[src/hdl/sdlc_consts.svh]
// Constants for the serial converter load and clear block
`ifndef SDLC_CONSTS_SVH
`define SDLC_CONSTS_SVH
`define SDLC_CODE_W     14
`define SDLC_WORD_W     16
`define SDLC_LEVEL_W    15
`define SDLC_CNT_W      5
`define SDLC_WORD_BITS  5'h10
`define SDLC_UNI_CLEAR  14'h0000
`define SDLC_BIP_CLEAR  14'h2000
`define SDLC_MID_LEVEL  15'h2000
`define SDLC_SYNC_N     4
`define SDLC_SYNC_SEL   0
`define SDLC_SYNC_SCLK  1
`define SDLC_SYNC_DIN   2
`define SDLC_SYNC_CLR   3
`endif

[src/hdl/sdlc_pkg.sv]
// Types for the serial converter load and clear block
`default_nettype none
`include "sdlc_consts.svh"
package sdlc_pkg;
  // Frame state, Gray coded along idle, shift, full
  typedef enum logic [1:0] {
    SDLC_IDLE  = 2'h0,
    SDLC_SHIFT = 2'h1,
    SDLC_FULL  = 2'h3
  } sdlc_state_t;

  // One received word waiting for the converter latch
  typedef struct packed {
    logic [`SDLC_CODE_W-1:0] code;
  } sdlc_entry_t;
endpackage : sdlc_pkg
`default_nettype wire

[src/hdl/sdlc_top.sv]
// Serial load and clear control for a 14-bit voltage-output converter
`timescale 1ns/1ps
`default_nettype none
`include "sdlc_consts.svh"
module sdlc_top #(
  parameter bit BIPOLAR = 1'b0
) (
  input  wire logic                     i_clk,
  input  wire logic                     i_reset_n,
  input  wire logic                     i_sel_n,
  input  wire logic                     i_sclk,
  input  wire logic                     i_sdata,
  input  wire logic                     i_async_clear_n,
  input  wire logic                     i_latch_ready,
  output logic [`SDLC_CODE_W-1:0]       o_code_q,
  output logic [`SDLC_LEVEL_W-1:0]      o_level_q,
  output logic                          o_busy_q,
  output logic                          o_frame_err_q
);
  localparam logic [`SDLC_CODE_W-1:0] CLEAR_CODE = BIPOLAR ? `SDLC_BIP_CLEAR : `SDLC_UNI_CLEAR;
  localparam logic [`SDLC_LEVEL_W-1:0] CLEAR_LEVEL = BIPOLAR ? 15'h0000 : 15'h0000;

  // ==========================================================
  // Input synchronisers
  // ==========================================================
  logic [`SDLC_SYNC_N-1:0] meta_q;
  logic [`SDLC_SYNC_N-1:0] sync_q;
  logic                    sclk_prev_q;
  logic                    sel_prev_q;
  logic                    sel_s;
  logic                    sclk_s;
  logic                    din_s;
  logic                    clr_s;
  logic                    sclk_rise;
  logic                    sel_rise;

  genvar gi;
  generate
    for (gi = 0; gi < `SDLC_SYNC_N; gi++) begin : g_sync
      always_ff @(posedge i_clk or negedge i_reset_n) begin
        if (!i_reset_n) begin
          meta_q[gi] <= 1'b1;
          sync_q[gi] <= 1'b1;
        end else begin
          meta_q[gi] <= (gi == `SDLC_SYNC_SEL) ? i_sel_n :
                        (gi == `SDLC_SYNC_SCLK) ? i_sclk :
                        (gi == `SDLC_SYNC_DIN) ? i_sdata : i_async_clear_n;
          sync_q[gi] <= meta_q[gi];
        end
      end
    end
  endgenerate

  always_ff @(posedge i_clk or negedge i_reset_n) begin
    if (!i_reset_n) begin
      sclk_prev_q <= 1'b1;
      sel_prev_q  <= 1'b1;
    end else begin
      sclk_prev_q <= sync_q[`SDLC_SYNC_SCLK];
      sel_prev_q  <= sync_q[`SDLC_SYNC_SEL];
    end
  end

  assign sel_s     = sync_q[`SDLC_SYNC_SEL];
  assign sclk_s    = sync_q[`SDLC_SYNC_SCLK];
  assign din_s     = sync_q[`SDLC_SYNC_DIN];
  assign clr_s     = sync_q[`SDLC_SYNC_CLR];
  assign sclk_rise = sclk_s & ~sclk_prev_q;
  assign sel_rise  = sel_s & ~sel_prev_q;

  // ==========================================================
  // Frame receiver
  // ==========================================================
  sdlc_pkg::sdlc_state_t   state_q, state_d;
  logic [`SDLC_WORD_W-1:0] shift_q, shift_d;
  logic [`SDLC_CNT_W-1:0]  cnt_q, cnt_d;
  logic                    err_d;
  logic                    push;
  logic                    push_ok;

  always_comb begin
    state_d = state_q;
    shift_d = shift_q;
    cnt_d   = cnt_q;
    err_d   = 1'b0;
    push    = 1'b0;
    if (!sel_s && sclk_rise) begin
      shift_d = {shift_q[`SDLC_WORD_W-2:0], din_s};
      if (cnt_q != `SDLC_WORD_BITS) begin
        cnt_d = cnt_q + 5'h01;
      end
    end
    if (!sel_s) begin
      state_d = (cnt_d == `SDLC_WORD_BITS) ? sdlc_pkg::SDLC_FULL : sdlc_pkg::SDLC_SHIFT;
    end
    if (sel_rise) begin
      state_d = sdlc_pkg::SDLC_IDLE;
      cnt_d   = 5'h00;
      if (state_q == sdlc_pkg::SDLC_FULL) begin
        push = 1'b1;
      end else begin
        err_d = 1'b1;
      end
    end
    // Clear also aborts a half-received frame
    if (!clr_s) begin
      state_d = sdlc_pkg::SDLC_IDLE;
      cnt_d   = 5'h00;
      push    = 1'b0;
    end
  end

  always_ff @(posedge i_clk or negedge i_reset_n) begin
    if (!i_reset_n) begin
      state_q       <= sdlc_pkg::SDLC_IDLE;
      shift_q       <= 16'h0000;
      cnt_q         <= 5'h00;
      o_frame_err_q <= 1'b0;
    end else begin
      state_q       <= state_d;
      shift_q       <= shift_d;
      cnt_q         <= cnt_d;
      o_frame_err_q <= err_d;
    end
  end

  // ==========================================================
  // Two-entry buffer
  // ==========================================================
  // The host cannot be stalled mid-word, so a push into a full
  // buffer is lost unless a pop frees a slot in the same cycle; o_busy_q warns the host ahead of that.
  sdlc_pkg::sdlc_entry_t mem_q [2];
  sdlc_pkg::sdlc_entry_t mem_d [2];
  sdlc_pkg::sdlc_entry_t head;
  logic                  wr_q, wr_d, rd_q, rd_d;
  logic [1:0]            fill_q, fill_d;
  logic                  pop;

  always_comb begin
    mem_d   = mem_q;
    wr_d    = wr_q;
    rd_d    = rd_q;
    fill_d  = fill_q;
    pop     = (fill_q != 2'h0) && i_latch_ready && clr_s;
    push_ok = push && ((fill_q != 2'h2) || pop);
    head    = mem_q[rd_q];
    if (push_ok) begin
      mem_d[wr_q].code = shift_q[`SDLC_WORD_W-1:`SDLC_WORD_W-`SDLC_CODE_W];
      wr_d = ~wr_q;
    end
    if (pop) begin
      rd_d = ~rd_q;
    end
    fill_d = fill_q + {1'b0, push_ok} - {1'b0, pop};
    if (!clr_s) begin
      wr_d   = 1'b0;
      rd_d   = 1'b0;
      fill_d = 2'h0;
    end
  end

  always_ff @(posedge i_clk or negedge i_reset_n) begin
    if (!i_reset_n) begin
      mem_q[0] <= '0;
      mem_q[1] <= '0;
      wr_q     <= 1'b0;
      rd_q     <= 1'b0;
      fill_q   <= 2'h0;
      o_busy_q <= 1'b0;
    end else begin
      mem_q    <= mem_d;
      wr_q     <= wr_d;
      rd_q     <= rd_d;
      fill_q   <= fill_d;
      o_busy_q <= (fill_d == 2'h2);
    end
  end

  // ==========================================================
  // Converter latch
  // ==========================================================
  // Clear acts straight from the pin so it needs no clock; its
  // release is not synchronised, which is harmless as it only
  // returns the latch to holding its constant.
  logic                     latch_rst_n;
  logic [`SDLC_CODE_W-1:0]  code_d;
  logic [`SDLC_LEVEL_W-1:0] level_d;

  assign latch_rst_n = i_reset_n & i_async_clear_n;

  always_comb begin
    code_d = o_code_q;
    if (pop) begin
      code_d = head.code;
    end
    level_d = BIPOLAR ? ({1'b0, code_d} - `SDLC_MID_LEVEL) : {1'b0, code_d};
  end

  always_ff @(posedge i_clk or negedge latch_rst_n) begin
    if (!latch_rst_n) begin
      o_code_q  <= CLEAR_CODE;
      o_level_q <= CLEAR_LEVEL;
    end else begin
      o_code_q  <= code_d;
      o_level_q <= level_d;
    end
  end

  // ==========================================================
  // Checks
  // ==========================================================
  // Clear pulses shorter than a clock period may not show at an edge,
  // so this flop marks the edge after one for the source check
  logic clr_hit_q;

  always_ff @(posedge i_clk or negedge latch_rst_n) begin
    if (!latch_rst_n) begin
      clr_hit_q <= 1'b1;
    end else begin
      clr_hit_q <= 1'b0;
    end
  end

  AST_CLEAR_CODE: assert property (
    @(posedge i_clk) disable iff (!i_reset_n)
    !i_async_clear_n |-> (o_code_q == CLEAR_CODE && o_level_q == 15'h0000))
    else $error("latch not at clear code while clear low");

  AST_POWER_ON: assert property (
    @(posedge i_clk) $rose(i_reset_n) |-> o_code_q == CLEAR_CODE)
    else $error("latch not at power-on code after reset");

  AST_LATCH_SOURCE: assert property (
    @(posedge i_clk) disable iff (!i_reset_n)
    ($changed(o_code_q) && !clr_hit_q && $past(i_async_clear_n) && i_async_clear_n)
      |-> $past(pop) && o_code_q == $past(head.code))
    else $error("latch changed without a buffered word");

  AST_UNIPOLAR: assert property (
    @(posedge i_clk) disable iff (!i_reset_n)
    !BIPOLAR |-> o_level_q == {1'b0, o_code_q})
    else $error("unipolar level differs from code");

  AST_BIPOLAR: assert property (
    @(posedge i_clk) disable iff (!i_reset_n)
    BIPOLAR |-> o_level_q == 15'({1'b0, o_code_q} - 15'h2000))
    else $error("bipolar level not offset binary");

  AST_SAMPLE: assert property (
    @(posedge i_clk) disable iff (!i_reset_n)
    (!sel_s && sclk_rise) |=> shift_q[0] == $past(din_s))
    else $error("data bit not sampled on clock rise");

  AST_LOAD: assert property (
    @(posedge i_clk) disable iff (!i_reset_n)
    (sel_rise && clr_s && state_q == sdlc_pkg::SDLC_FULL && fill_q == 2'h0
      && i_latch_ready && i_async_clear_n)
      ##1 (i_async_clear_n && clr_s && i_latch_ready) ##1 i_async_clear_n
      |-> o_code_q == $past(shift_q[15:2], 2))
    else $error("full word not loaded within two cycles of select rise");

  AST_ORDER: assert property (
    @(posedge i_clk) disable iff (!i_reset_n)
    push_ok |=> mem_q[$past(wr_q)].code == $past(shift_q[15:2]))
    else $error("buffered code not first fourteen bits");

  AST_SHORT: assert property (
    @(posedge i_clk) disable iff (!i_reset_n)
    (sel_rise && state_q != sdlc_pkg::SDLC_FULL && !pop && clr_s)
      |=> o_frame_err_q && $stable(fill_q))
    else $error("short frame not rejected");
endmodule : sdlc_top
`default_nettype wire

[config.mk]
export PLATFORM = sky130hd
export DESIGN_NAME = sdlc_top
export DESIGN_NICKNAME = d
export VERILOG_FILES = /design/src/hdl/sdlc_pkg.sv /design/src/hdl/sdlc_top.sv
export VERILOG_INCLUDE_DIRS = /design/src /design/src/hdl
export SDC_FILE = /design/constraint.sdc
export NUM_CORES = 1
export LEC_CHECK = 0
export BUFFER_PORTS_ARGS = -buffer_cell sky130_fd_sc_hd__buf_2
export CORE_MARGIN = 2
export CORE_UTILIZATION = 52
export DETAILED_ROUTE_END_ITERATION = 8
export GPL_TIMING_DRIVEN = 0
export HOLD_SLACK_MARGIN = 0.03
export PLACE_DENSITY = 0.82
export SLEW_MARGIN = 15
export SYNTH_ARGS = -nofsm -noshare
export SYNTH_HDL_FRONTEND = slang
export SYNTH_SLANG_ARGS = --single-unit
[constraint.sdc]
create_clock -name i_clk -period 2.24 [get_ports i_clk]
set_clock_uncertainty 0.15 [all_clocks]
set_input_delay 0.224 -clock i_clk [delete_from_list [all_inputs] [get_ports i_clk]]
set_output_delay 0.224 -clock i_clk [all_outputs]
set_load 0.05 [all_outputs]
### Yosys cells after proc, flatten, opt, wreduce, memory -nomap -nowiden

Cells that the tools add are included.

* output and inout port bits: 31
* bits in registers: 81
* logic and storage cells: 76
* input bits: 7

* reduce and logical (&&, ||, !) cells: 8
* equality and inequality tests: 8
* multiplexer cells: 24
* bitwise gates (word level): 9
* $lt $le $gt $ge: 3
* add/subtract/negate cells: 3

Operators by type and width (count)
* $mux 14: 4
* $bwmux 28: 1
* $mux 5: 4
* $demux 14 s1: 1
* $mux 2: 5
* $mux 1: 9
* $add 5x1->5 const B: 1
* $eq 5x5->1 const B: 1
* $logic_and 1x1->1: 5
* $ne 5x5->1 const B: 1
* $eq 2x2->1 const B: 2
* $ge 2x2->1 const B: 2
* $ne 2x1->1 const B: 2
* $not 1->1: 4
* $not 1->2: 2
* $and 1x1->1: 3
* $ne 3x2->1 const B: 1
* $add 2x1->2: 1
* $lt 2x1->1 const B: 1
* $ne 2x2->1 const B: 1
* $reduce_bool 2->1: 1
* $sub 2x1->2: 1
* $logic_not 1->1: 1
* $logic_or 1x1->1: 1

### Longest topological paths before layout

* word-level depth: 9
* gate-level depth with buffers: 11
* depth with buffers taken out: 9

### Least setup slack after synthesis

No wires, ideal clock.

* kind: register to register
* start: register fill_q[0]
* end: register o_busy_q
* required time: 1.972 ns
* library setup time: 0.118 ns
* cell stages (with the launch flop): 12
* arrival: 2.157 ns
* path slack: -0.185 ns
* clock period less this slack: 2.425 ns
* path buffers: 2
* path through: dfrtp_1 > o211ai_1 > clkbuf_1 > clkbuf_1 > inv_1 > ha_1 > inv_1 > ha_1 > xnor2_1 > xnor2_1 > and2_1 > nor2b_1

* cells in the longest elaborated chain, start to end: 9
* elaborated cells on any way between the ends: 10
* classes of those cells: 2 x add/sub; 2 x eq/ne; 1 x mux; 5 x reduce/logical

Ends and longest elaborated chain
* start: declaration: line sdlc_top.sv:136 `logic [1:0] fill_q, fill_d;`
* start signal: assignment: line sdlc_top.sv:174 `fill_q <= fill_d;`
* $reduce_bool 2->1 *: line sdlc_top.sv:144 `pop = (fill_q != 2'h0) && i_latch_ready && clr_s;`
* $logic_and 1x1->1 * (2 in a row): line sdlc_top.sv:144
* net pop: line sdlc_top.sv:137 `logic pop;`
* $logic_or 1x1->1: line sdlc_top.sv:145 `push_ok = push && ((fill_q != 2'h2) || pop);`
* $logic_and 1x1->1: line sdlc_top.sv:145
* $add 2x1->2: line sdlc_top.sv:154 `fill_d = fill_q + {1'b0, push_ok} - {1'b0, pop};`
* $sub 2x1->2 *: line sdlc_top.sv:154
* $mux 2 *: line sdlc_top.sv:155 `if (!clr_s) begin`
* net fill_d[1]: line sdlc_top.sv:136
* $eq 2x2->1 *: line sdlc_top.sv:175 `o_busy_q <= (fill_d == 2'h2);`
* end signal: assignment: line sdlc_top.sv:175
* end: declaration: line sdlc_top.sv:17 `output logic o_busy_q,`

Mark *: on every way through the listed nets, which the timed path passes. The rest lies on a longest branch.
A chain may end at the register's enable or synchronous reset.

### Worst setup path in the final report

* start: register sync_q[0], in the netlist sel_s
* end: register mem_q[21] in the netlist's numbering

* cells in the longest elaborated chain, start to end: 4

Ends and longest elaborated chain
* start: declaration: line sdlc_top.sv:27 `` logic [`SDLC_SYNC_N-1:0] sync_q; ``
* start signal: indexed assignment: line sdlc_top.sv:48 `sync_q[gi] <= meta_q[gi];`
* $and 1x1->1: line sdlc_top.sv:69 `assign sel_rise = sel_s & ~sel_prev_q;`
* $mux 1: line sdlc_top.sv:96 `if (sel_rise) begin`
* $mux 1: line sdlc_top.sv:106 `if (!clr_s) begin`
* $logic_and 1x1->1: line sdlc_top.sv:145
* end signal: assignment: line sdlc_top.sv:171 `mem_q <= mem_d;`
* end: declaration: line sdlc_top.sv:132 `sdlc_pkg::sdlc_entry_t mem_q [2];`

No other way between the ends.

==> qor.csv <==
stage;metric;value;unit
synth;Async SR Flop Fraction;100;%
timing;fin crit share;96.0;%
timing;Final Hold Viols;0;
setup_path;WP data required;2320;ps
placement;Final GP Congestion;0.730;
die;Rows;29;
pwr;Final Power;3.11;mW
timing;worst hold slack;157;ps
synth;Synthesis Warnings;0;
synth;syn nets;268;
timing;Tmin final;2150;ps
die;I/O pin cnt;38;
timing;Slew @ Worst Pin;590;ps
clock_tree;clock buffer depth;2;
grt;first-pass GRT wire length;10200;um
die;Die Span X;85.8;um
die;chip height;85.8;um
pwr;Leak Pwr;2.06;nW
finish;layout cells sized above 1;44.9;%
grt;antenna violations before repair;0;
placement;input/output buffers;36;
finish;Area Growth Syn to Fin;19.6;%
setup_path;crit path DAT;2230;ps
finish;Util after Layout;64.8;%
synth;cells after synthesis;257;
route;routed len/inst;15.8;um
grt;Total GRT Usage;18.6;%
die;area of the core;6420;um^2
min_path;Hold Crit Class;in2async;
setup_path;critical path class;reg2reg;
setup_path;CP max FO;10;
die;DIE AREA;7360;um^2
clock_tree;CTS buffer count;9;
synth;Yosys reg bits;81;
synth;EDFF count, synth;0;
clock_tree;Reg clk slew, reported paths;80;ps
clock_tree;clk root buf;clkbuf_8;
setup_path;startpoint class of the critical path;flip-flop;
outcome;failing checks;design-rule violations;
route;vias;2148;
route;routed wire length;6330;um
setup_path;FF-to-FF path depth;4;
finish;Non-Filler Instances;400;
die;Initial Utilization;54.2;%
synth;Cell Area, Synth;3480;um^2
finish;multi-input logic area;1260;um^2
grt;largest net degree at the start of global routing;46;
placement;dpl hpwl;4170;um
clock_tree;H-tree levels;3;
timing;Final Max Tran Viols;0;
pwr;Peak supply drop;322;uV
placement;post-placement cell count;371;
clock_tree;CTS sink count;81;
clock_tree;Worst-Skew Late Latency;360;ps
pwr;PwrDens;747;nW/um^2
timing;Final setup viols;0;
route;Antenna Violating Nets Remaining;0;
synth;Mean Syn Cell Area;13.5;um^2
finish;fill count;450;
job;max-cap violations;0;
synth;synth unique cells;45;
outcome;status;finished, violations left;
finish;NumNets Final;329;
synth;top_reg_cell synth;dfrtp_1;
finish;diode count;0;
setup_path;CP endpoint kind;flip-flop;
timing;maximum clock frequency;465;MHz
route;First-pass DRT Iterations;6;
route;# DRC;6;
clock_tree;CTS tree;yes;
synth;post-synthesis sequential area ratio;58.6;%
finish;FF+latch area;2040;um^2
route;via-per-instance ratio;5.37;
route;drt initial violations;89;
grt;Overflow after GRT;0;
timing;Max-slew headroom;60.7;%
grt;vias in the first global route;2090;
## power breakdown
part           switching (mW)  leakage [nW]  internal, mW
Combinational          0.0826         0.856        0.0927
Sequential             0.0853          1.08          1.56
Clock                   0.519         0.123         0.774
Total                   0.687          2.06          2.42
## cells by family (layout without fill, tap and decap cells)
| kind of cell | after synthesis | count (layout) | share of synthesized area (%) |
|---|---|---|---|
| xor+xnor | 5 | 5 | 1.26 |
| compound gates | 30 | 30 | 5.07 |
| buf+inv | 32 | 98 | 5.72 |
| flops | 81 | 81 | 58.6 |
| simple gates | 46 | 46 | 8.48 |
| other cells | 1 | 1 | 0.108 |
| mux | 58 | 58 | 19.3 |
| fa+ha+maj | 4 | 4 | 1.44 |
## Yosys cell counts (all sizes together) (2+ instances only)
master / n / area (um^2)
dfrtp: 71 / 1780
mux2: 44 / 533
buf: 20 / 153
nand2: 18 / 70.1
o21ai: 16 / 80.1
mux2i: 14 / 140
dfstp: 10 / 263
a21oi: 7 / 35.0
clkbuf: 6 / 23.8
inv: 6 / 22.5
nor2: 6 / 22.5
and2: 4 / 25.0
ha: 4 / 50.1
xnor2: 4 / 35.0
nor3: 3 / 26.3
nand3: 2 / 15.0
nor2b: 2 / 12.5
nor3b: 2 / 20.0
## worst max-delay path, stage by stage (launching register included)
cell and delay, ps:
dfstp_2 630, nand2b_2 150, nor4_4 520, buf_6 230
mux2_2 360
## sequential cells by signal (all words and copies together) (netlist names)
signal and count:
mem_q 28, shift_q 16, o_level_q 14, cnt_q 5, meta_q 4, fill_q 2
state_q 2, clr_s 1, din_s 1, o_busy_q 1, o_frame_err_q 1, rd_q 1
sclk_prev_q 1, sclk_s 1, sel_prev_q 1, sel_s 1, wr_q 1
## area by class of cell
type,instances,area share (%)
buffer,25,4.24
clock buffer,10,3.31
clock inverter,6,2.77
inverter,6,0.541
multi-input combinational,144,30.2
sequential,81,49.0
tap,77,2.31
timing repair buffer,51,7.63
## cells in the final DEF, fill, tap and decap left out, types with 3 or more instances in the layout
| cell | Yosys | final |
|---|---|---|
| clkbuf_1 | 5 | 3 |
| mux2_2 | 33 | 33 |
| xnor2_1 | 4 | 4 |
| ha_1 | 4 | 4 |
| buf_4 | 16 | 26 |
| dfstp_2 | 10 | 10 |
| clkbuf_8 | 0 | 10 |
| buf_2 | 2 | 37 |
| dlygate4sd3_1 | 0 | 5 |
| bufinv_16 | 0 | 3 |
| nand2_1 | 17 | 17 |
| nor2_1 | 6 | 6 |
| inv_1 | 6 | 6 |
| dfrtp_1 | 71 | 71 |
| o21ai_0 | 16 | 16 |
| a21oi_1 | 7 | 7 |
| mux2i_1 | 14 | 14 |
| and2_1 | 4 | 4 |
| mux2_4 | 10 | 10 |
## path summary, 6_finish.rpt
kind	startpoint	end	slack (ps)
max	sel_s$_DFF_PN1_	mem_q[21]$_DFFE_PN0P_	90
min	i_reset_n	wr_q$_DFFE_PN0P_	160
max reg2reg	sel_s$_DFF_PN1_	mem_q[21]$_DFFE_PN0P_	90
min reg2reg	meta_q[1]$_DFF_PN1_	sclk_s$_DFF_PN1_	210
max in group asynchronous	i_reset_n	o_level_q[11]$_DFFE_PN0P_	900
min in group i_clk	i_latch_ready	rd_q$_DFFE_PN0P_	210
## layer usage
layer | vias up | global-route usage, % | wire, um
met3 | 11 | 6.45 | 264
li1 | 997 | - | -
met5 | - | 0 | 0
met2 | 59 | 32.5 | 3280
met4 | 0 | 6.78 | 128
met1 | 1081 | 21.1 | 2660
## timing repair
item | in CTS | in global routing
hold buffers | 5 | 0
setup buffers | 6 | 2
endpoints found under the hold margin | 78 | 0
gates cloned | 1 | 0
setup endpoints to repair | 2 | 3
resized for setup | 1 | 3
pin swaps | 2 | 1
## stage by stage
| stage | worst slack [ps] | area [um^2] | TNS [ps] |
|---|---|---|---|
| global placement | -134 | 3770 | -153 |
| CTS | 9.98 | 4130 | 0 |
| detailed placement | -184 | 3790 | -250 |
| global route | -9.04 | 4160 | -9.04 |
| finish | 89.5 | 4160 | 0 |
| floorplan | 19.9 | 3490 | 0 |
Note: power is estimated with default switching activity, not from simulation.
